File: config.mk
export PLATFORM = sky130hd
export DESIGN_NAME = hmbt_translator
export DESIGN_NICKNAME = d
export VERILOG_FILES = /design/src/hmbt_pkg.sv /design/src/hmbt_sync.sv /design/src/hmbt_strobe.sv /design/src/hmbt_translator.sv
export SDC_FILE = /design/constraint.sdc
export NUM_CORES = 1
export LEC_CHECK = 0
export BUFFER_PORTS_ARGS = -buffer_cell sky130_fd_sc_hd__buf_4
export CORE_MARGIN = 2
export CORE_UTILIZATION = 40
export CTS_BUF_LIST = sky130_fd_sc_hd__clkbuf_16
export DETAILED_ROUTE_END_ITERATION = 7
export PLACE_DENSITY = 0.63
export SETUP_SLACK_MARGIN = 0.4
export SLEW_MARGIN = 30
export SYNTH_ARGS = -nofsm -noshare
export SYNTH_HDL_FRONTEND = slang
export SYNTH_SLANG_ARGS = --single-unit
File: constraint.sdc
create_clock -name clk -period 2.01 [get_ports clk]
set_input_delay 0.201 -clock clk [delete_from_list [all_inputs] [get_ports clk]]
set_output_delay 0.201 -clock clk [all_outputs]
set_load 0.05 [all_outputs]
File: src/hmbt_pkg.sv
// Shared constants for the host to micro bus translator
package hmbt_pkg;
    localparam int DATA_W = 8;
    localparam int HADDR_W = 4;
    localparam int SEL_W = 3;
    // Port select bit: 0 = command/report, 1 = data
    localparam int SEL_DATA_BIT = 0;
    localparam logic SEL_CTRL = 1'b0;
    localparam logic SEL_DATA = 1'b1;
    // Outer and middle bits of command and report ports
    localparam int ATTN_BIT = 0;
    localparam int OUTER_BIT = 7;
    localparam int MID_LO = 1;
    localparam int MID_HI = 6;
    // Values after reset
    localparam logic [7:0] DATA_RST = 8'h00;
    localparam logic [5:0] MID_RST = 6'h00;
    localparam logic FLAG_RST = 1'b0;
endpackage : hmbt_pkg

File: src/hmbt_sync.sv
// Two flip-flop synchroniser for pin inputs
module hmbt_sync #(
    parameter int W = 1
) (
    input wire logic clk,
    input wire logic rst,
    input wire logic [W-1:0] d,
    output logic [W-1:0] q
);
    logic [W-1:0] meta_q;

    always_ff @(posedge clk) begin
        if (rst) begin
            meta_q <= '0;
            q <= '0;
        end else begin
            meta_q <= d;
            q <= meta_q;
        end
    end
endmodule // hmbt_sync

File: src/hmbt_strobe.sv
// Strobe edge detector: one-cycle pulse on rising edge of a synced strobe
module hmbt_strobe (
    input wire logic clk,
    input wire logic rst,
    input wire logic strobe_pin,
    output logic level,
    output logic pulse
);
    logic prev_q;

    hmbt_sync #(.W(1)) u_sync (
        .clk(clk),
        .rst(rst),
        .d(strobe_pin),
        .q(level)
    );

    always_ff @(posedge clk) begin
        if (rst) begin
            prev_q <= 1'b0;
        end else begin
            prev_q <= level;
        end
    end

    assign pulse = level & ~prev_q;
endmodule // hmbt_strobe

File: src/hmbt_translator.sv
// Host to microcomputer bus translator: four mailbox registers
//
// Function
// - Four registers, two each direction: 8-bit data, 6-bit command/report
// - Host data write sets host_to_micro_full
// - Micro data read clears host_to_micro_full
// - Micro data write sets micro_to_host_full
// - Host data read clears micro_to_host_full
// - Host command bits 1-6 latched for micro
// - Host command bit 0 drives micro attention
// - Host command bit 7 drives micro reset
// - Micro command read: flags in bits 0/7
// - Micro report bits 1-6 latched for host
// - Micro report bit 0 drives host attention
// - Micro report bit 7 drives host halt
// - Host report read: flags in bits 0/7
// - Separate 8-bit write and read data paths per side, address steered
// - Upper address bits match select switches
// - Select bit plus strobe picks register
module hmbt_translator
    import hmbt_pkg::*;
(
    input wire logic clk,
    input wire logic rst,
    // Host side pins
    input wire logic [HADDR_W-1:0] host_address_bits,
    input wire logic host_rd,
    input wire logic host_wr,
    input wire logic [DATA_W-1:0] host_wdata,
    output logic [DATA_W-1:0] host_rdata,
    output logic host_rdata_oe_n,
    input wire logic [SEL_W-1:0] select_code_switches,
    output logic card_selected,
    output logic host_attention_request,
    output logic host_halt_request,
    // Microcomputer side pins
    input wire logic [DATA_W-1:0] micro_addr,
    input wire logic micro_rd,
    input wire logic micro_wr,
    input wire logic [DATA_W-1:0] micro_wdata,
    output logic [DATA_W-1:0] micro_rdata,
    output logic micro_rdata_oe_n,
    output logic micro_attention_request,
    output logic micro_reset,
    // Flag view
    output logic host_to_micro_full,
    output logic micro_to_host_full
);

    // =========================================================
    // Input synchronisers
    // =========================================================
    logic [HADDR_W-1:0] haddr_s;
    logic [SEL_W-1:0] sel_s;
    logic [DATA_W-1:0] hdat_s;
    logic [DATA_W-1:0] maddr_s;
    logic [DATA_W-1:0] mdat_s;
    logic hrd_lvl, hwr_lvl, mrd_lvl, mwr_lvl;
    logic hrd_p, hwr_p, mrd_p, mwr_p;

    hmbt_sync #(.W(HADDR_W)) u_haddr (
        .clk(clk), .rst(rst), .d(host_address_bits), .q(haddr_s)
    );
    hmbt_sync #(.W(SEL_W)) u_sel (
        .clk(clk), .rst(rst), .d(select_code_switches), .q(sel_s)
    );
    hmbt_sync #(.W(DATA_W)) u_hdat (
        .clk(clk), .rst(rst), .d(host_wdata), .q(hdat_s)
    );
    hmbt_sync #(.W(DATA_W)) u_maddr (
        .clk(clk), .rst(rst), .d(micro_addr), .q(maddr_s)
    );
    hmbt_sync #(.W(DATA_W)) u_mdat (
        .clk(clk), .rst(rst), .d(micro_wdata), .q(mdat_s)
    );
    hmbt_strobe u_hrd (
        .clk(clk), .rst(rst), .strobe_pin(host_rd),
        .level(hrd_lvl), .pulse(hrd_p)
    );
    hmbt_strobe u_hwr (
        .clk(clk), .rst(rst), .strobe_pin(host_wr),
        .level(hwr_lvl), .pulse(hwr_p)
    );
    hmbt_strobe u_mrd (
        .clk(clk), .rst(rst), .strobe_pin(micro_rd),
        .level(mrd_lvl), .pulse(mrd_p)
    );
    hmbt_strobe u_mwr (
        .clk(clk), .rst(rst), .strobe_pin(micro_wr),
        .level(mwr_lvl), .pulse(mwr_p)
    );

    // =========================================================
    // Address decode
    // =========================================================
    logic sel_match;
    logic h_data, m_data;
    logic h_wr_data, h_wr_cmd, h_rd_data, h_rd_rep;
    logic m_wr_data, m_wr_rep, m_rd_data, m_rd_cmd;

    assign sel_match = (haddr_s[HADDR_W-1:1] == sel_s);
    assign h_data = (haddr_s[SEL_DATA_BIT] == SEL_DATA);
    assign m_data = (maddr_s[SEL_DATA_BIT] == SEL_DATA);

    always_ff @(posedge clk) begin
        if (rst) begin
            card_selected <= 1'b0;
        end else begin
            card_selected <= sel_match;
        end
    end

    // Register chosen by select bit and strobe; host side also needs sel_match
    assign h_wr_data = sel_match & hwr_p & h_data;
    assign h_wr_cmd = sel_match & hwr_p & ~h_data;
    assign h_rd_data = sel_match & hrd_p & h_data;
    assign h_rd_rep = sel_match & hrd_p & ~h_data;
    assign m_wr_data = mwr_p & m_data;
    assign m_wr_rep = mwr_p & ~m_data;
    assign m_rd_data = mrd_p & m_data;
    assign m_rd_cmd = mrd_p & ~m_data;

    // =========================================================
    // Mailbox registers
    // =========================================================
    logic [DATA_W-1:0] h2m_data_q;
    logic [DATA_W-1:0] m2h_data_q;
    logic [MID_HI:MID_LO] cmd_mid_q;
    logic [MID_HI:MID_LO] rep_mid_q;

    always_ff @(posedge clk) begin
        if (rst) begin
            h2m_data_q <= DATA_RST;
        end else if (h_wr_data) begin
            h2m_data_q <= hdat_s;
        end
    end

    always_ff @(posedge clk) begin
        if (rst) begin
            m2h_data_q <= DATA_RST;
        end else if (m_wr_data) begin
            m2h_data_q <= mdat_s;
        end
    end

    always_ff @(posedge clk) begin
        if (rst) begin
            cmd_mid_q <= MID_RST;
        end else if (h_wr_cmd) begin
            cmd_mid_q <= hdat_s[MID_HI:MID_LO];
        end
    end

    always_ff @(posedge clk) begin
        if (rst) begin
            rep_mid_q <= MID_RST;
        end else if (m_wr_rep) begin
            rep_mid_q <= mdat_s[MID_HI:MID_LO];
        end
    end

    // =========================================================
    // Outer bits: request lines
    // =========================================================
    always_ff @(posedge clk) begin
        if (rst) begin
            micro_attention_request <= FLAG_RST;
            micro_reset <= FLAG_RST;
        end else if (h_wr_cmd) begin
            micro_attention_request <= hdat_s[ATTN_BIT];
            micro_reset <= hdat_s[OUTER_BIT];
        end
    end

    always_ff @(posedge clk) begin
        if (rst) begin
            host_attention_request <= FLAG_RST;
            host_halt_request <= FLAG_RST;
        end else if (m_wr_rep) begin
            host_attention_request <= mdat_s[ATTN_BIT];
            host_halt_request <= mdat_s[OUTER_BIT];
        end
    end

    // =========================================================
    // Buffer full flags, set wins over clear
    // =========================================================
    always_ff @(posedge clk) begin
        if (rst) begin
            host_to_micro_full <= FLAG_RST;
        end else if (h_wr_data) begin
            host_to_micro_full <= 1'b1;
        end else if (m_rd_data) begin
            host_to_micro_full <= 1'b0;
        end
    end

    always_ff @(posedge clk) begin
        if (rst) begin
            micro_to_host_full <= FLAG_RST;
        end else if (m_wr_data) begin
            micro_to_host_full <= 1'b1;
        end else if (h_rd_data) begin
            micro_to_host_full <= 1'b0;
        end
    end

    // =========================================================
    // Read paths
    // =========================================================
    function automatic logic [DATA_W-1:0] port_view(
        input logic [MID_HI:MID_LO] mid,
        input logic lo_flag,
        input logic hi_flag
    );
        port_view = {hi_flag, mid, lo_flag};
    endfunction

    // Host read data held while strobe stays high
    always_ff @(posedge clk) begin
        if (rst) begin
            host_rdata <= DATA_RST;
        end else if (h_rd_data) begin
            host_rdata <= m2h_data_q;
        end else if (h_rd_rep) begin
            host_rdata <= port_view(rep_mid_q, micro_to_host_full,
                host_to_micro_full);
        end
    end

    always_ff @(posedge clk) begin
        if (rst) begin
            host_rdata_oe_n <= 1'b1;
        end else if (hrd_p) begin
            host_rdata_oe_n <= ~sel_match;
        end else if (!hrd_lvl) begin
            host_rdata_oe_n <= 1'b1;
        end
    end

    always_ff @(posedge clk) begin
        if (rst) begin
            micro_rdata <= DATA_RST;
        end else if (m_rd_data) begin
            micro_rdata <= h2m_data_q;
        end else if (m_rd_cmd) begin
            micro_rdata <= port_view(cmd_mid_q, micro_to_host_full,
                host_to_micro_full);
        end
    end

    always_ff @(posedge clk) begin
        if (rst) begin
            micro_rdata_oe_n <= 1'b1;
        end else if (mrd_p) begin
            micro_rdata_oe_n <= 1'b0;
        end else if (!mrd_lvl) begin
            micro_rdata_oe_n <= 1'b1;
        end
    end

endmodule // hmbt_translator

==> reports/results.ini, run 1 <==
[finish]
multi_input_area_mm2=0.00157
nets=450
layout_commonest_cell=dfxtp_1
regArea_mm2=0.00226
area_growth_pct=30.3
final_cell_mix=dfxtp_1 (113), buf_4 (67), nor2b_1 (64)
final_core_util_pct=53.5
diodes=0
drive_above_1_share_pct=25.6
n_fill_cell=882

[cts]
clkSlewWorstSetupHoldPaths_ps=50
cts_buffers=17
post_cts_buffers=0
cts_sinks=113
cts_root_buf=clkbuf_16
cts_tree=done
insertion_delay_ps=410
cts_max_level=4
clockBufferDepth=2

[detailed_routing]
wire_per_inst_um=12.5
drt_first_pass_iters=4
drtAntennaViolNets=0
vias=2541
post-route-drc-count=0
vias_per_cell=4.55
wirelength_um=6970
first_iter_violations=60

[critical_path]
ff2ff_path_depth=3
worstSetupPathType=reg2reg
worst_path_max_delay_cell=and4_2
cp_top_family=simple AND/OR/NAND/NOR gates
rr_endpoint=micro_to_host_full
cpPeakStageDelay_ps=510
arrival_ps=1790
timing.rr.start=u_sel.q[0]
cp_num_buf_inv=0
cp-start-kind=register
crit_required_ps=2250
path_cells=xnor2_1, and4_2, a311oi_2
worstSetupEndpointType=register
r2r_slack_ps=460
cp_max_fo=9

[pwr]
powerDensity_mw_per_mm2=1120
p_switching_uw=1180
power.internal_uw=4650
power_frac_comb_pct=6.2
p_leak_uw=0.00212
p_seq_share_pct=40.4
power_switching_share_pct=20.2
ir_drop_mv=0.614
pwr-share-clk_pct=53.4

[logic_synthesis]
synth_top_family_by_area=simple AND/OR/NAND/NOR gates
synthArstFlopShare_pct=0
synth-edff-count=0
yosys.area_share.adder_pct=0
synth-seq-area-share_pct=56.6
synth-simple-area-share_pct=19.3
synth_cell_type_count=26
synth_xor_area_share_pct=1.31
netlist_instances=346
avgSynthCellArea_um2=11.6
ys_ff_latch=113
synth_nets=383
synth_compound_area_share_pct=6.64
yosys_warnings=0
synthMuxAreaShare_pct=12.0
syn-cell-area_mm2=0.00400
synth_top_flop_cell=dfxtp_1

[die]
core_area_mm2=0.00973
initial_core_util_pct=41.1
die_y_um=104
io-pin-count=62
row_count=36
fp.dieArea_mm2=0.0108
die_x_um=104

[timing]
final-setup-viol-count=0
period_needed_ps=1550
slew_headroom_pct=53.1
worst_pin_slew_ps=703
finalHoldViolCount=0
rsz0062_at_grt=false
fmax_mhz=646
fin_crit_sh_pct=77.0
slew_violations=0
tns_ps=0
fin_worst_skew_ps=17.0

[grt]
grt_overflow=0
grt_pass1_vias=2487
grt_max_degree=73
grt_usage_pct=13.7
antenna_found_initial=0
grt_pass1_wl_um=11600

[placement]
numPortBuffers=54
place.gp.congestion=0.735
dp_hpwl_um=4580

[hold_path]
hold_end=u_hrd.u_sync.meta_q
min_from=host_rd
hold_class=in2reg
whs_path_depth=2

[outcome]
status=completed

[run]
max_cap_viol_count=0

-- Yosys cell counts (2+ instances only) --
library cell | count | area share [%]
and4_1 | 3 | 0.66
xor2_1 | 3 | 0.66
nand2b_1 | 24 | 3.8
a211oi_1 | 8 | 1.5
buf_2 | 8 | 1.0
xnor2_1 | 3 | 0.66
buf_6 | 5 | 1.4
mux2i_1 | 48 | 12
nor2_1 | 24 | 2.3
nand4_4 | 2 | 1.1
nand2_1 | 2 | 0.19
dfxtp_1 | 113 | 57
a41oi_1 | 8 | 1.8
buf_4 | 5 | 0.94
clkbuf_1 | 8 | 0.75
nor2b_1 | 64 | 10
nor4_1 | 2 | 0.31
a211oi_2 | 8 | 2.5
-- layer usage --
layer | wire length (um) | GRT usage (%) | share of wire [%] | vias up
met5 | 0 | 0 | 0 | -
met4 | 118 | 7.24 | 1.7 | 0
met3 | 315 | 5.14 | 4.5 | 9
met2 | 3090 | 20.2 | 44 | 59
met1 | 3450 | 17.5 | 50 | 1167
li1 | - | - | - | 1306
-- flip-flops by register name (all words and copies together) (netlist names), 4 cells and up --
name,cells
u_mdat.meta_q,8
m2h_data_q,8
u_haddr.q,4
u_hdat.meta_q,8
u_hdat.q,8
h2m_data_q,8
u_mdat.q,8
host_rdata,8
u_haddr.meta_q,4
micro_rdata,8
cmd_mid_q,6
rep_mid_q,6
-- worst max path at each step --
| stage | cells past startpoint | end | start | slack, ps |
|---|---|---|---|---|
| floorplan | 5 | cmd_mid_q[1] | u_haddr.q[0] | 810 |
| global placement | 3 | micro_to_host_full | u_sel.q[0] | 410 |
| detailed placement | 3 | micro_to_host_full | u_sel.q[0] | 360 |
| CTS | 3 | micro_to_host_full | u_sel.q[0] | 490 |
| global route | 3 | micro_to_host_full | u_sel.q[0] | 400 |
| finish | 3 | micro_to_host_full | u_sel.q[0] | 460 |
-- per-stage QoR --
| stage | total power (uW) | hold slack (ps) | cell area, um2 | setup WS, ps | std cells |
|---|---|---|---|---|---|
| after floorplan | 2640 | 329 | 4000 | 812 | 346 |
| final | 5830 | 3.68 | 5210 | 462 | 559 |
| after global placement | 2740 | 415 | 4520 | 415 | 521 |
| after global routing | 6020 | 1.14 | 5210 | 403 | 559 |
| after CTS | 5890 | 0.551 | 5210 | 487 | 559 |
| after detailed placement | 2750 | 415 | 4520 | 364 | 521 |
-- power by group through the flow --
stage,registers (uW),logic (uW),clock network [uW]
global route,2360,390,3270
finish,2350,361,3110
CTS,2350,364,3170
floorplan,2450,182,0
global placement,2400,348,0
detailed placement,2400,354,0
-- final cells by class --
type                       count  share of cell area (%)
clock inverter                15                    3.84
sequential                   113                    43.4
timing repair buffer          74                    11.2
clock buffer                  17                    8.17
tap                          133                    3.19
multi-input combinational    207                    30.2
-- timing repair --
action	CTS	global route
hold endpoints to repair	6	0
hold buffers	6	0
endpoints found under the setup margin	1	0
resized for setup	1	0
-- worst register-to-register path, cell delays in order, from the launching register on --
cell,delay [ps]
dfxtp_1,320
xnor2_1,410
and4_2,510
a311oi_2,150
-- cell families (layout without fill, tap and decap cells) --
group / count (synthesis) / after routing
AO/OA/AOI/OAI: 28 / 28
AND/OR/NAND/NOR: 125 / 125
flip-flops: 113 / 113
XOR/XNOR: 6 / 6
multiplexers: 48 / 48
buffers and inverters: 26 / 106
Power figures use the tool's default switching activity.
==> inputs of run 2 (changes only) <==
- clock period: 2.01 -> 1.5 ns (I/O delays scaled with it)
==> run 2 against run 1 <==
Against the previous run:
- clock power grew 30%
- maximum frequency grew 23%
- final cell count grew 5.5%
- sequential power grew 35%
- critical path depth grew 1
- combinational power grew 64%
==> reports/results.ini, run 2 (synthesized netlist as in run 1, its figures left out) <==
[outcome]
status=completed  ; unchanged

[timing]
slew_headroom_pct=66.6  ; was 53.1%
period_needed_ps=1250  ; was 1550 ps
fin_crit_sh_pct=83.6  ; was 77.0%
tns_ps=0  ; unchanged
fin_worst_skew_ps=15.7  ; was 17.0 ps
worst_pin_slew_ps=500  ; was 703 ps
final-setup-viol-count=0  ; unchanged
fmax_mhz=797  ; was 646 MHz
slew_violations=0  ; unchanged
finalHoldViolCount=0  ; unchanged
rsz0062_at_grt=true  ; was false

[die]
fp.dieArea_mm2=0.0108  ; unchanged
initial_core_util_pct=41.1  ; unchanged
core_area_mm2=0.00973  ; unchanged
io-pin-count=62  ; unchanged
die_y_um=104  ; unchanged
row_count=36  ; unchanged
die_x_um=104  ; unchanged

[pwr]
p_leak_uw=0.00231  ; was 0.00212 uW
ir_drop_mv=0.660  ; was 0.614 mV
powerDensity_mw_per_mm2=1350  ; was 1120 mW/mm2

[placement]
place.gp.congestion=0.715  ; was 0.735
numPortBuffers=54  ; unchanged
dp_hpwl_um=4460  ; was 4580 um

[finish]
n_fill_cell=814  ; was 882
final_cell_mix=dfxtp_1 (86), nor2b_1 (63), mux2i_1 (48)  ; was dfxtp_1 (113), buf_4 (67), nor2b_1 (64)
diodes=0  ; unchanged
final_core_util_pct=59.1  ; was 53.5%
area_growth_pct=44.0  ; was 30.3%
nets=481  ; was 450
drive_above_1_share_pct=33.5  ; was 25.6%
layout_commonest_cell=dfxtp_1  ; unchanged

[run]
max_cap_viol_count=0  ; unchanged

[detailed_routing]
vias_per_cell=4.41  ; was 4.55
wire_per_inst_um=12.2  ; was 12.5 um
post-route-drc-count=0  ; unchanged
first_iter_violations=83  ; was 60
drt_first_pass_iters=4  ; unchanged
drtAntennaViolNets=0  ; unchanged
wirelength_um=7170  ; was 6970 um
vias=2604  ; was 2541

[grt]
grt_usage_pct=14.3  ; was 13.7%
grt_max_degree=55  ; was 73
grt_overflow=0  ; unchanged
grt_pass1_vias=2559  ; was 2487
antenna_found_initial=0  ; unchanged
grt_pass1_wl_um=12200  ; was 11600 um

[critical_path]
cp_num_buf_inv=1  ; was 0
rr_endpoint=micro_to_host_full  ; unchanged
ff2ff_path_depth=4  ; was 3
r2r_slack_ps=250  ; was 460 ps
cp_top_family=flip-flops  ; was simple AND/OR/NAND/NOR gates
worst_path_max_delay_cell=dfxtp_2  ; was and4_2
path_cells=xnor2_4, and4_4, buf_6, a311oi_2  ; was xnor2_1, and4_2, a311oi_2
crit_required_ps=1760  ; was 2250 ps
arrival_ps=1510  ; was 1790 ps
cpPeakStageDelay_ps=350  ; was 510 ps
timing.rr.start=u_sel.q[0]  ; unchanged
worstSetupEndpointType=register  ; unchanged
worstSetupPathType=reg2reg  ; unchanged
cp-start-kind=register  ; unchanged
cp_max_fo=6  ; was 9

[cts]
clockBufferDepth=2  ; unchanged
cts_max_level=4  ; unchanged
cts_buffers=17  ; unchanged
clkSlewWorstSetupHoldPaths_ps=50  ; about the same
insertion_delay_ps=400  ; was 410 ps
cts_root_buf=clkbuf_16  ; unchanged
cts_tree=done  ; unchanged
cts_sinks=113  ; unchanged

[hold_path]
hold_end=u_hdat.meta_q[6]  ; was u_hrd.u_sync.meta_q
min_from=rst  ; was host_rd
hold_class=in2reg  ; unchanged
whs_path_depth=2  ; unchanged

run 2: cell count changes in the layout (fill, tap and decap cells not counted), moves of 22 or more:
cell           previous run  this run
buf_4                    67        40
dfxtp_2                   0        25
dfxtp_1                 113        86
dlygate4sd3_1             6        28
buf_6                     0        33
run 2: where the power goes:
group / total [uW] / switching [uW] / internal, uW
Sequential: 3170 / 53.9 / 3110
Clock: 4030 / 1300 / 2730
Combinational: 592 / 280 / 312
run 2: how the worst max path moves through the flow:
stage / start / endpoint / slack, ps / depth (start not counted)
floorplan: u_haddr.q[0] / cmd_mid_q[1] / 300 / 5
global placement: u_sel.q[2] / micro_attention_request / 160 / 3
detailed placement: u_sel.q[2] / h2m_data_q[5] / 120 / 3
CTS: u_haddr.q[1] / host_rdata[4] / 230 / 4
global route: u_sel.q[0] / h2m_data_q[5] / 220 / 3
finish: u_sel.q[0] / micro_to_host_full / 250 / 4
run 2: final cells by class:
cell class | count | area [um2] | share of cell area (%)
clock buffers | 17 | 425 | 7.39
clock inverters | 15 | 176 | 3.07
multi-input cells | 207 | 1660 | 28.9
flip-flops and latches | 113 | 2300 | 40.0
well taps | 133 | 166 | 2.89
repair buffers | 105 | 1020 | 17.8
run 2: timing repair:
| item | CTS | global route |
|---|---|---|
| hold buffers | 28 | 0 |
| resized for setup | 37 | 40 |
| hold endpoints to repair | 28 | 0 |
| cloned | 0 | 1 |
| pin swaps | 6 | 9 |
| endpoints found under the setup margin | 50 | 66 |
| setup buffers | 2 | 4 |
run 2: through the flow:
step | instances | setup slack (ps) | hold WS (ps) | area, um2 | power, uW
global route | 590 | 220 | 233 | 5750 | 8070
global placement | 523 | 155 | 362 | 4590 | 3690
CTS | 585 | 233 | 200 | 5610 | 7830
floorplan | 346 | 303 | 278 | 4050 | 3540
finish | 590 | 245 | 208 | 5750 | 7790
detailed placement | 523 | 123 | 364 | 4590 | 3700
run 2: metal layers:
metal  vias up  global-route usage [%]  wire length [um]
li1       1359                       -                 -
met1      1171                    18.8              3550
met2        63                    21.0              3240
met3        11                    5.39               271
met4         0                    6.08               104
met5         -                       0                 0
